$ cat src/verilog/motion_interp_defs.svh
// constants for the serial motion command interpreter
// assumes byte-level reception is done elsewhere and delivered as valid-qualified bytes
`ifndef MOTION_INTERP_DEFS_SVH
`define MOTION_INTERP_DEFS_SVH

// ****************************************
// function codes and register addresses
// ****************************************
`define FC_WRITE_SINGLE    8'h06
`define FC_WRITE_MULTI     8'h10
`define ADDR_COMMAND_WORD  16'h001e
`define ADDR_TRAVEL_HI     16'h0402
`define ADDR_TRAVEL_LO     16'h0403
`define ADDR_SPEED_HI      16'h0502
`define ADDR_SPEED_LO      16'h0503

// ****************************************
// command word fields and reset values
// ****************************************
`define CMD_SLOT_SEL0_BIT  0
`define CMD_START_BIT      8
`define CMD_FORWARD_BIT    9
`define CMD_EXCITE_BIT     13
`define CMD_RESET_VALUE    16'h0000
`define SLOT_RESET_VALUE   32'h0000_0000

// ****************************************
// crc and link timing
// ****************************************
`define CRC_INIT           16'hffff
`define CRC_POLY           16'ha001
`define FRAME_GAP_NS       30000
`define FRAME_GAP_CYCLES   ((`FRAME_GAP_NS + 7) / 8)

`endif

$ cat src/verilog/motion_interp_pkg.sv
// types for the serial motion command interpreter
// assumes the defs header supplies all numeric constants
`default_nettype none
package motion_interp_pkg;
   // receive parser states
   typedef enum logic [3:0] {
      ST_SLAVE   = 4'b0000,
      ST_FUNC    = 4'b0001,
      ST_ADDR_HI = 4'b0010,
      ST_ADDR_LO = 4'b0011,
      ST_CNT_HI  = 4'b0100,
      ST_CNT_LO  = 4'b0101,
      ST_BYTES   = 4'b0110,
      ST_DATA    = 4'b0111,
      ST_CRC_LO  = 4'b1000,
      ST_CRC_HI  = 4'b1001,
      ST_SKIP    = 4'b1010
   } parse_state_type;

   // motion generator states
   typedef enum logic [1:0] {
      MO_IDLE     = 2'b00,
      MO_POSITION = 2'b01,
      MO_CONTINUE = 2'b10,
      MO_DECEL    = 2'b11
   } motion_state_type;
endpackage : motion_interp_pkg
`default_nettype wire

$ cat src/verilog/serial_motion_command_interp.sv
// serial motion command interpreter: parses register-write queries and runs the motion state
// assumes received bytes arrive one per rx_valid_in pulse, synchronous to clk_in
`timescale 1ns/1ps
`default_nettype none
`include "motion_interp_defs.svh"

module serial_motion_command_interp (
   input  wire logic        clk_in,          // 125 mhz system clock
   input  wire logic        reset_in,        // synchronous, active high
   input  wire logic [7:0]  rx_byte_in,      // received byte
   input  wire logic        rx_valid_in,     // one-cycle strobe per byte
   input  wire logic [7:0]  slave_addr_in,   // own station address
   input  wire logic        move_done_in,    // positioning finished
   input  wire logic        stopped_in,      // deceleration reached standstill
   output logic             excite_out,      // windings energised
   output logic             position_start_out, // one-cycle start pulse
   output logic             run_forward_out, // continuous forward run active
   output logic             decel_stop_out,  // decelerating to stop
   output logic             slot_select0_out,// selected slot bit 0
   output logic [31:0]      travel_out,      // slot 1 travel in steps
   output logic [31:0]      speed_out,       // slot 1 speed in hz
   output logic             query_ok_out,    // one-cycle: query committed
   output logic             query_bad_out    // one-cycle: crc mismatch
);

   // ****************************************
   // crc helper
   // ****************************************
   // one-byte crc16 update, reflected polynomial
   function automatic logic [15:0] crc_step(input logic [15:0] crc, input logic [7:0] data);
      logic [15:0] c;
      c = crc ^ {8'h00, data};
      for (int i = 0; i < 8; i++) begin
         c = c[0] ? ((c >> 1) ^ `CRC_POLY) : (c >> 1);
      end
      return c;
   endfunction : crc_step

   // ****************************************
   // parser state
   // ****************************************
   motion_interp_pkg::parse_state_type state_q, state_d; // parser position
   logic [15:0] crc_q, crc_d;          // running check value
   logic [7:0]  func_q, func_d;        // function code
   logic [15:0] addr_q, addr_d;        // start register address
   logic [15:0] count_q, count_d;      // register count
   logic [2:0]  widx_q, widx_d;        // data byte index, max 8 bytes held
   logic [63:0] data_q, data_d;        // staged values, up to 4 registers
   logic [7:0]  crc_lo_q, crc_lo_d;    // received crc low byte
   logic        mine_q, mine_d;        // addressed to this station
   logic [12:0] gap_q, gap_d;          // idle counter for frame resync
   logic        commit;                // good query, apply writes
   logic        bad;                   // crc mismatch

   // ****************************************
   // register and motion state
   // ****************************************
   logic [15:0] cmd_q, cmd_d;          // motion command word
   logic [31:0] travel_q, travel_d;    // slot 1 travel
   logic [31:0] speed_q, speed_d;      // slot 1 speed
   motion_interp_pkg::motion_state_type mo_q, mo_d; // motion state
   logic        pstart_q, pstart_d;    // start pulse
   logic        ok_q, bad_q;           // query result pulses
   logic        run_q, run_d;          // forward run output flop
   logic        decel_q, decel_d;      // decelerating stop output flop

   // next-state for the byte parser
   always_comb begin
      state_d  = state_q;
      crc_d    = crc_q;
      func_d   = func_q;
      addr_d   = addr_q;
      count_d  = count_q;
      widx_d   = widx_q;
      data_d   = data_q;
      crc_lo_d = crc_lo_q;
      mine_d   = mine_q;
      commit   = 1'b0;
      bad      = 1'b0;
      // a silent line resynchronises to a new frame
      gap_d    = rx_valid_in ? 13'h0000 :
                 (gap_q == 13'(`FRAME_GAP_CYCLES)) ? gap_q : gap_q + 13'h0001;
      if (!rx_valid_in && gap_q == 13'(`FRAME_GAP_CYCLES - 1)) begin
         state_d = motion_interp_pkg::ST_SLAVE;
      end
      if (rx_valid_in) begin
         // crc runs over every byte before the check field
         if (state_q != motion_interp_pkg::ST_CRC_LO && state_q != motion_interp_pkg::ST_CRC_HI)
            crc_d = crc_step(crc_q, rx_byte_in);
         case (state_q)
            motion_interp_pkg::ST_SLAVE: begin
               crc_d   = crc_step(`CRC_INIT, rx_byte_in);
               mine_d  = (rx_byte_in == slave_addr_in);
               state_d = motion_interp_pkg::ST_FUNC;
            end
            motion_interp_pkg::ST_FUNC: begin
               func_d  = rx_byte_in;
               state_d = (rx_byte_in == `FC_WRITE_SINGLE || rx_byte_in == `FC_WRITE_MULTI) ?
                         motion_interp_pkg::ST_ADDR_HI : motion_interp_pkg::ST_SKIP;
            end
            motion_interp_pkg::ST_ADDR_HI: begin
               addr_d[15:8] = rx_byte_in;
               state_d = motion_interp_pkg::ST_ADDR_LO;
            end
            motion_interp_pkg::ST_ADDR_LO: begin
               addr_d[7:0] = rx_byte_in;
               widx_d = 3'd0;
               if (func_q == `FC_WRITE_SINGLE) begin
                  count_d = 16'h0001;
                  state_d = motion_interp_pkg::ST_DATA;
               end else begin
                  state_d = motion_interp_pkg::ST_CNT_HI;
               end
            end
            motion_interp_pkg::ST_CNT_HI: begin
               count_d[15:8] = rx_byte_in;
               state_d = motion_interp_pkg::ST_CNT_LO;
            end
            motion_interp_pkg::ST_CNT_LO: begin
               count_d[7:0] = rx_byte_in;
               state_d = motion_interp_pkg::ST_BYTES;
            end
            motion_interp_pkg::ST_BYTES: begin
               // byte count must be two per register, at most four registers held
               state_d = (rx_byte_in == {count_q[6:0], 1'b0} && count_q != 16'h0000 &&
                          count_q <= 16'h0004) ? motion_interp_pkg::ST_DATA :
                                                 motion_interp_pkg::ST_SKIP;
            end
            motion_interp_pkg::ST_DATA: begin
               // bytes shift in upper first
               data_d = {data_q[55:0], rx_byte_in};
               widx_d = widx_q + 3'd1;
               if ({13'h0000, widx_q} == {count_q[14:0], 1'b0} - 16'h0001)
                  state_d = motion_interp_pkg::ST_CRC_LO;
            end
            motion_interp_pkg::ST_CRC_LO: begin
               crc_lo_d = rx_byte_in;
               state_d  = motion_interp_pkg::ST_CRC_HI;
            end
            motion_interp_pkg::ST_CRC_HI: begin
               if ({rx_byte_in, crc_lo_q} == crc_q) commit = mine_q;
               else bad = 1'b1;
               state_d = motion_interp_pkg::ST_SLAVE;
            end
            motion_interp_pkg::ST_SKIP: begin
               // unsupported query: wait for line silence
               state_d = motion_interp_pkg::ST_SKIP;
            end
            default: state_d = motion_interp_pkg::ST_SLAVE;
         endcase
      end
   end

   // registers for the parser
   always_ff @(posedge clk_in) begin
      if (reset_in) begin
         state_q  <= motion_interp_pkg::ST_SLAVE;
         crc_q    <= `CRC_INIT;
         func_q   <= 8'h00;
         addr_q   <= 16'h0000;
         count_q  <= 16'h0000;
         widx_q   <= 3'd0;
         data_q   <= 64'h0;
         crc_lo_q <= 8'h00;
         mine_q   <= 1'b0;
         gap_q    <= 13'h0000;
      end else begin
         state_q  <= state_d;
         crc_q    <= crc_d;
         func_q   <= func_d;
         addr_q   <= addr_d;
         count_q  <= count_d;
         widx_q   <= widx_d;
         data_q   <= data_d;
         crc_lo_q <= crc_lo_d;
         mine_q   <= mine_d;
         gap_q    <= gap_d;
      end
   end

   // next values for holding registers and motion control
   always_comb begin
      logic [15:0] a;
      logic [15:0] v;
      logic [15:0] old_cmd;
      a        = 16'h0000;
      v        = 16'h0000;
      old_cmd  = cmd_q;
      cmd_d    = cmd_q;
      travel_d = travel_q;
      speed_d  = speed_q;
      if (commit) begin
         // writes are applied only after the check value matched
         for (int r = 0; r < 4; r++) begin
            if (16'(r) < count_q) begin
               a = addr_q + 16'(r);
               v = data_q[16*(32'(count_q) - 1 - r) +: 16];
               case (a)
                  `ADDR_COMMAND_WORD: cmd_d            = v;
                  `ADDR_TRAVEL_HI:    travel_d[31:16]  = v;
                  `ADDR_TRAVEL_LO:    travel_d[15:0]   = v;
                  `ADDR_SPEED_HI:     speed_d[31:16]   = v;
                  `ADDR_SPEED_LO:     speed_d[15:0]    = v;
                  default: ;          // other addresses ignored
               endcase
            end
         end
      end
      mo_d     = mo_q;
      pstart_d = 1'b0;
      case (mo_q)
         motion_interp_pkg::MO_IDLE: begin
            // only a rising start edge with excitation starts a move; release is no new move
            if (cmd_d[`CMD_EXCITE_BIT] && cmd_d[`CMD_START_BIT] &&
                !old_cmd[`CMD_START_BIT]) begin
               mo_d     = motion_interp_pkg::MO_POSITION;
               pstart_d = 1'b1;
            end else if (cmd_d[`CMD_EXCITE_BIT] && cmd_d[`CMD_FORWARD_BIT]) begin
               mo_d = motion_interp_pkg::MO_CONTINUE;
            end
         end
         motion_interp_pkg::MO_POSITION: begin
            if (!cmd_d[`CMD_EXCITE_BIT] || move_done_in) mo_d = motion_interp_pkg::MO_IDLE;
         end
         motion_interp_pkg::MO_CONTINUE: begin
            if (!cmd_d[`CMD_EXCITE_BIT]) mo_d = motion_interp_pkg::MO_IDLE;
            else if (!cmd_d[`CMD_FORWARD_BIT]) mo_d = motion_interp_pkg::MO_DECEL;
         end
         motion_interp_pkg::MO_DECEL: begin
            if (!cmd_d[`CMD_EXCITE_BIT] || stopped_in) mo_d = motion_interp_pkg::MO_IDLE;
         end
         default: mo_d = motion_interp_pkg::MO_IDLE;
      endcase
      // state decodes are registered so every port leaves a flip-flop, no glitching decode
      run_d   = (mo_d == motion_interp_pkg::MO_CONTINUE);
      decel_d = (mo_d == motion_interp_pkg::MO_DECEL);
   end

   // registers for command state and outputs
   always_ff @(posedge clk_in) begin
      if (reset_in) begin
         cmd_q    <= `CMD_RESET_VALUE;
         travel_q <= `SLOT_RESET_VALUE;
         speed_q  <= `SLOT_RESET_VALUE;
         mo_q     <= motion_interp_pkg::MO_IDLE;
         pstart_q <= 1'b0;
         ok_q     <= 1'b0;
         bad_q    <= 1'b0;
         run_q    <= 1'b0;
         decel_q  <= 1'b0;
      end else begin
         cmd_q    <= cmd_d;
         travel_q <= travel_d;
         speed_q  <= speed_d;
         mo_q     <= mo_d;
         pstart_q <= pstart_d;
         ok_q     <= commit;
         bad_q    <= bad;
         run_q    <= run_d;
         decel_q  <= decel_d;
      end
   end

   // ****************************************
   // outputs, all from flip-flops
   // ****************************************
   assign excite_out         = cmd_q[`CMD_EXCITE_BIT];
   assign slot_select0_out   = cmd_q[`CMD_SLOT_SEL0_BIT];
   assign position_start_out = pstart_q;
   assign run_forward_out    = run_q;
   assign decel_stop_out     = decel_q;
   assign travel_out         = travel_q;
   assign speed_out          = speed_q;
   assign query_ok_out       = ok_q;
   assign query_bad_out      = bad_q;

endmodule : serial_motion_command_interp
`default_nettype wire

$ cat config.mk
export PLATFORM = sky130hd
export DESIGN_NAME = serial_motion_command_interp
export DESIGN_NICKNAME = d
export VERILOG_FILES = /design/src/verilog/motion_interp_pkg.sv /design/src/verilog/serial_motion_command_interp.sv
export VERILOG_INCLUDE_DIRS = /design/src /design/src/verilog
export SDC_FILE = /design/constraint.sdc
export NUM_CORES = 1
export LEC_CHECK = 0
export ABC_CLOCK_PERIOD_IN_PS = 6120
export BUFFER_PORTS_ARGS = -buffer_cell sky130_fd_sc_hd__buf_2
export CAP_MARGIN = 20
export CORE_AREA = 2 2 171 156
export DETAILED_ROUTE_END_ITERATION = 6
export DIE_AREA = 0 0 173 158
export GPL_TIMING_DRIVEN = 0
export PLACE_DENSITY = 0.78
export SETUP_SLACK_MARGIN = 0.5
export SLEW_MARGIN = 20
export SYNTH_ARGS = -nofsm -noshare
export SYNTH_HDL_FRONTEND = slang
export SYNTH_SLANG_ARGS = --single-unit
$ cat constraint.sdc
create_clock -name clk_in -period 6.12 [get_ports clk_in]
set_input_delay 1.224 -clock clk_in [delete_from_list [all_inputs] [get_ports clk_in]]
set_output_delay 1.224 -clock clk_in [all_outputs]
set_load 0.005 [all_outputs]
==> results.sh <==
export IMPL_worstPathMaxFanout=10
export IMPL_nNetsFinal=1973
export IMPL_synth_edf_count=0
export IMPL_avgViaCountPerCell=6.53
export IMPL_instances_no_fill=2299
export IMPL_synth_compound_area_share=0.143
export IMPL_synth_mux_area_frac=0.209
export IMPL_powerDensity_mw_per_mm2=199
export IMPL_drtPass1Iterations=6
export IMPL_grt_max_degree=14
export IMPL_outcome="complete, no violations"
export IMPL_grt_pass1_vias=14000
export IMPL_cts_tree="done"
export IMPL_rows=56
export IMPL_path_class="flop to flop"
export IMPL_regToRegSetupSlack_ns=0.75
export IMPL_place_congestion=1.01
export IMPL_synth_seq_cells=224
export IMPL_rr_startpoint="count_q[0]"
export IMPL_final_hold_viol_count=0
export IMPL_min_to="position_start_out"
export IMPL_required_ns=6.58
export IMPL_path_clk_slew_ns=0.06
export IMPL_hpwl_um=37500
export IMPL_ys_flop_type="dfxtp_1"
export IMPL_area_growth_pct=12.4
export IMPL_async_flop_share=0
export IMPL_power_total_mw=3.38
export IMPL_syn_inst=1813
export IMPL_place_inst=2251
export IMPL_cts_sinks=224
export IMPL_peakVddDrop_uv=253
export IMPL_die_area_sq_mm=0.0273
export IMPL_root_buffer="clkbuf_16"
export IMPL_fin_crit_ns=5.37
export IMPL_worstMarginPinSlew_ns=1.08
export IMPL_setup_tns_ns=0
export IMPL_slew_limit_headroom=0.278
export IMPL_min_path_type="flop to flop"
export IMPL_hp_start="mo_q[1]"
export IMPL_fp_coreArea_sq_mm=0.0256
export IMPL_start_util=0.590
export IMPL_antenna_found_initial=0
export IMPL_grt_pass1_wl_um=79400
export IMPL_yosys_top_cells_count="nand2_1, dfxtp_1, mux2i_1"
export IMPL_synthAdderAreaFrac=0.0165
export IMPL_synth_most_common_cell="nand2_1"
export IMPL_synth_top_area_cell="dfxtp_1"
export IMPL_period_share=0.877
export IMPL_yosys_area_share_simple=0.230
export IMPL_yosysWarnings=0
export IMPL_grt_ovfl_total=0
export IMPL_synth_top_family_by_area="simple AND/OR/NAND/NOR gates"
export IMPL_min_path_cells=1
export IMPL_cts_htree_levels=1
export IMPL_routedWlPerCell_um=22.2
export IMPL_route_detailed_drc=0
export IMPL_final_antenna_net_count=0
export IMPL_final_util=0.663
export IMPL_max_cap_violations=0
export IMPL_clock_latency_ns=0.55
export IMPL_via_count=15000
export IMPL_gr_usage_all_layers=0.367
export IMPL_final_layout_size_suffix_gt1_frac=0.150
export IMPL_report_final_setup_viol=0
export IMPL_routed_wl_um=51100
export IMPL_die_h_um=158
export IMPL_synth_area_top_cells="dfxtp_1, mux2i_1, mux4_2"
export IMPL_drv_slew=0
export IMPL_worstReg2RegEnd="run_forward_out"
export IMPL_dr_first_iter_drc_count=1947
export IMPL_n_antenna_cell=0
export IMPL_io_pins=92
export IMPL_fmax_mhz=186
export IMPL_cp_end_kind="flop"
export IMPL_numPortBuffers=90
export IMPL_crit_path_start_kind="flop"
export IMPL_reg2reg_depth=19
export IMPL_synthDistinctLibCells=69
export IMPL_power_leakage_nw=6.70
export IMPL_rsz0062_at_grt="true"
export IMPL_yosysSeqAreaShare=0.296
export IMPL_cp_data_arrival_time_ns=5.83
export IMPL_postSynthAreaPerCell_sq_um=8.35
export IMPL_yosys_area_share_xor_xnor=0.0585
export IMPL_synth_fp_nets=1854
export IMPL_synth_area_sq_mm=0.0151
export IMPL_clock_path_buffers=3
export IMPL_skew_ns=0.0116
export IMPL_cts_buffers=26
export IMPL_die_w_um=173
export IMPL_synth_top_cell_area_share=0.296
## area by class of cell
cell class,instances,area [sq um]
Buffer,153,668
Clock buffer,34,741
Clock inverter,13,140
Fill cell,2161,8630
Inverter,22,82.6
Multi-Input combinational cell,1414,10000
Sequential cell,224,4480
Tap cell,348,435
Timing Repair Buffer,91,458
## registers in the layout (all words and copies together) (netlist names), 2 cells and up
signal,count
mo_q,2
state_q,4
cmd_q,4
gap_q,13
addr_q,16
travel_out,32
func_q,8
count_q,16
crc_q,16
data_q,64
speed_out,32
widx_q,3
crc_lo_q,8
## cells by family (layout without fill, tap and decap cells)
| kind of cell | Yosys count | in the layout |
|---|---|---|
| DFF | 224 | 224 |
| adders and majority gates | 20 | 20 |
| xor gates and xnor gates | 98 | 98 |
| AOI/OAI and AO/OA | 309 | 309 |
| buffers and inverters | 175 | 313 |
| and+or+nand+nor | 751 | 751 |
| muxes | 236 | 236 |
## worst max path at each step
stage,from,endpoint,slack (ns),cells after the start
6_report,count_q[0],run_forward_out,0.75,19
5_1_grt,count_q[0],run_forward_out,0.47,18
4_1_cts,count_q[0],run_forward_out,0.55,21
3_5_place_dp,count_q[0],travel_out[11],-0.98,18
3_3_place_gp,count_q[0],decel_stop_out,-1.03,20
2_1_floorplan,count_q[0],travel_out[10],0.77,18
## power by group
part | total (mW) | internal, mW | switching, mW
Sequential | 1.50 | 1.48 | 0.0208
Clock | 1.61 | 0.938 | 0.673
Combinational | 0.275 | 0.102 | 0.173
## placed cells by master (no fill, tap or decap), types with 10 or more instances in the layout
cell and n:
ha_1 20, and3_1 23, xnor2_1 67, clkbuf_16 26, buf_2 113, nor4_1 22, nand2_1 360, a21oi_1 119
buf_4 10, a211oi_1 12, buf_1 12, nor2_1 124, o21ai_0 27, inv_1 22, and2_1 12, mux2i_1 150
nor2b_1 22, xor2_1 28, nor3_1 25, mux4_2 61, mux2_2 25, a32o_1 64, or3_1 13, nand4_1 26
a22oi_1 16, a211o_1 11, dfxtp_1 224, clkbuf_1 102, o211ai_1 16, nand3_1 72
## routing by layer
layer / GRT usage / share of wire / wire (um) / vias up
li1: - / - / - / 6759
met1: 0.514 / 0.42 / 21400 / 7142
met2: 0.553 / 0.42 / 21300 / 967
met3: 0.0917 / 0.13 / 6470 / 136
met4: 0.126 / 0.037 / 1880 / 0
met5: 0 / 0 / 0 / -
## critical path, cell delays in order (launching register included)
cell and delay [ns]:
dfxtp_1 0.45, buf_2 0.28, clkbuf_4 0.28, buf_4 0.24, buf_4 0.24, buf_4 0.23, buf_4 0.24, inv_1 0.11
ha_1 0.20, clkbuf_1 0.21, xor2_2 0.23, inv_1 0.07, ha_1 0.23, xnor3_1 0.38, nand2_1 0.17, a211oi_4 0.54
nand3_1 0.16, nor3b_1 0.21, mux4_2 0.51, nor4b_2 0.27
## timing repair
| action | in CTS | in global routing |
|---|---|---|
| resized for setup | 15 | 15 |
| pin swaps | 1 | 0 |
| hold buffers | 0 | 0 |
| endpoints found under the setup margin | 77 | 54 |
| setup buffers | 1 | 0 |
## stage by stage
step                cell area (sq um)  worst slack (ns)  hold slack (ns)
floorplan                       15100             0.771            0.398
global placement                16000             -1.03            0.411
detailed placement              16000            -0.982            0.414
CTS                             17000             0.548            0.422
global route                    17000             0.467            0.453
finish                          17000             0.751            0.418
Note: power is estimated with default switching activity, not from simulation.
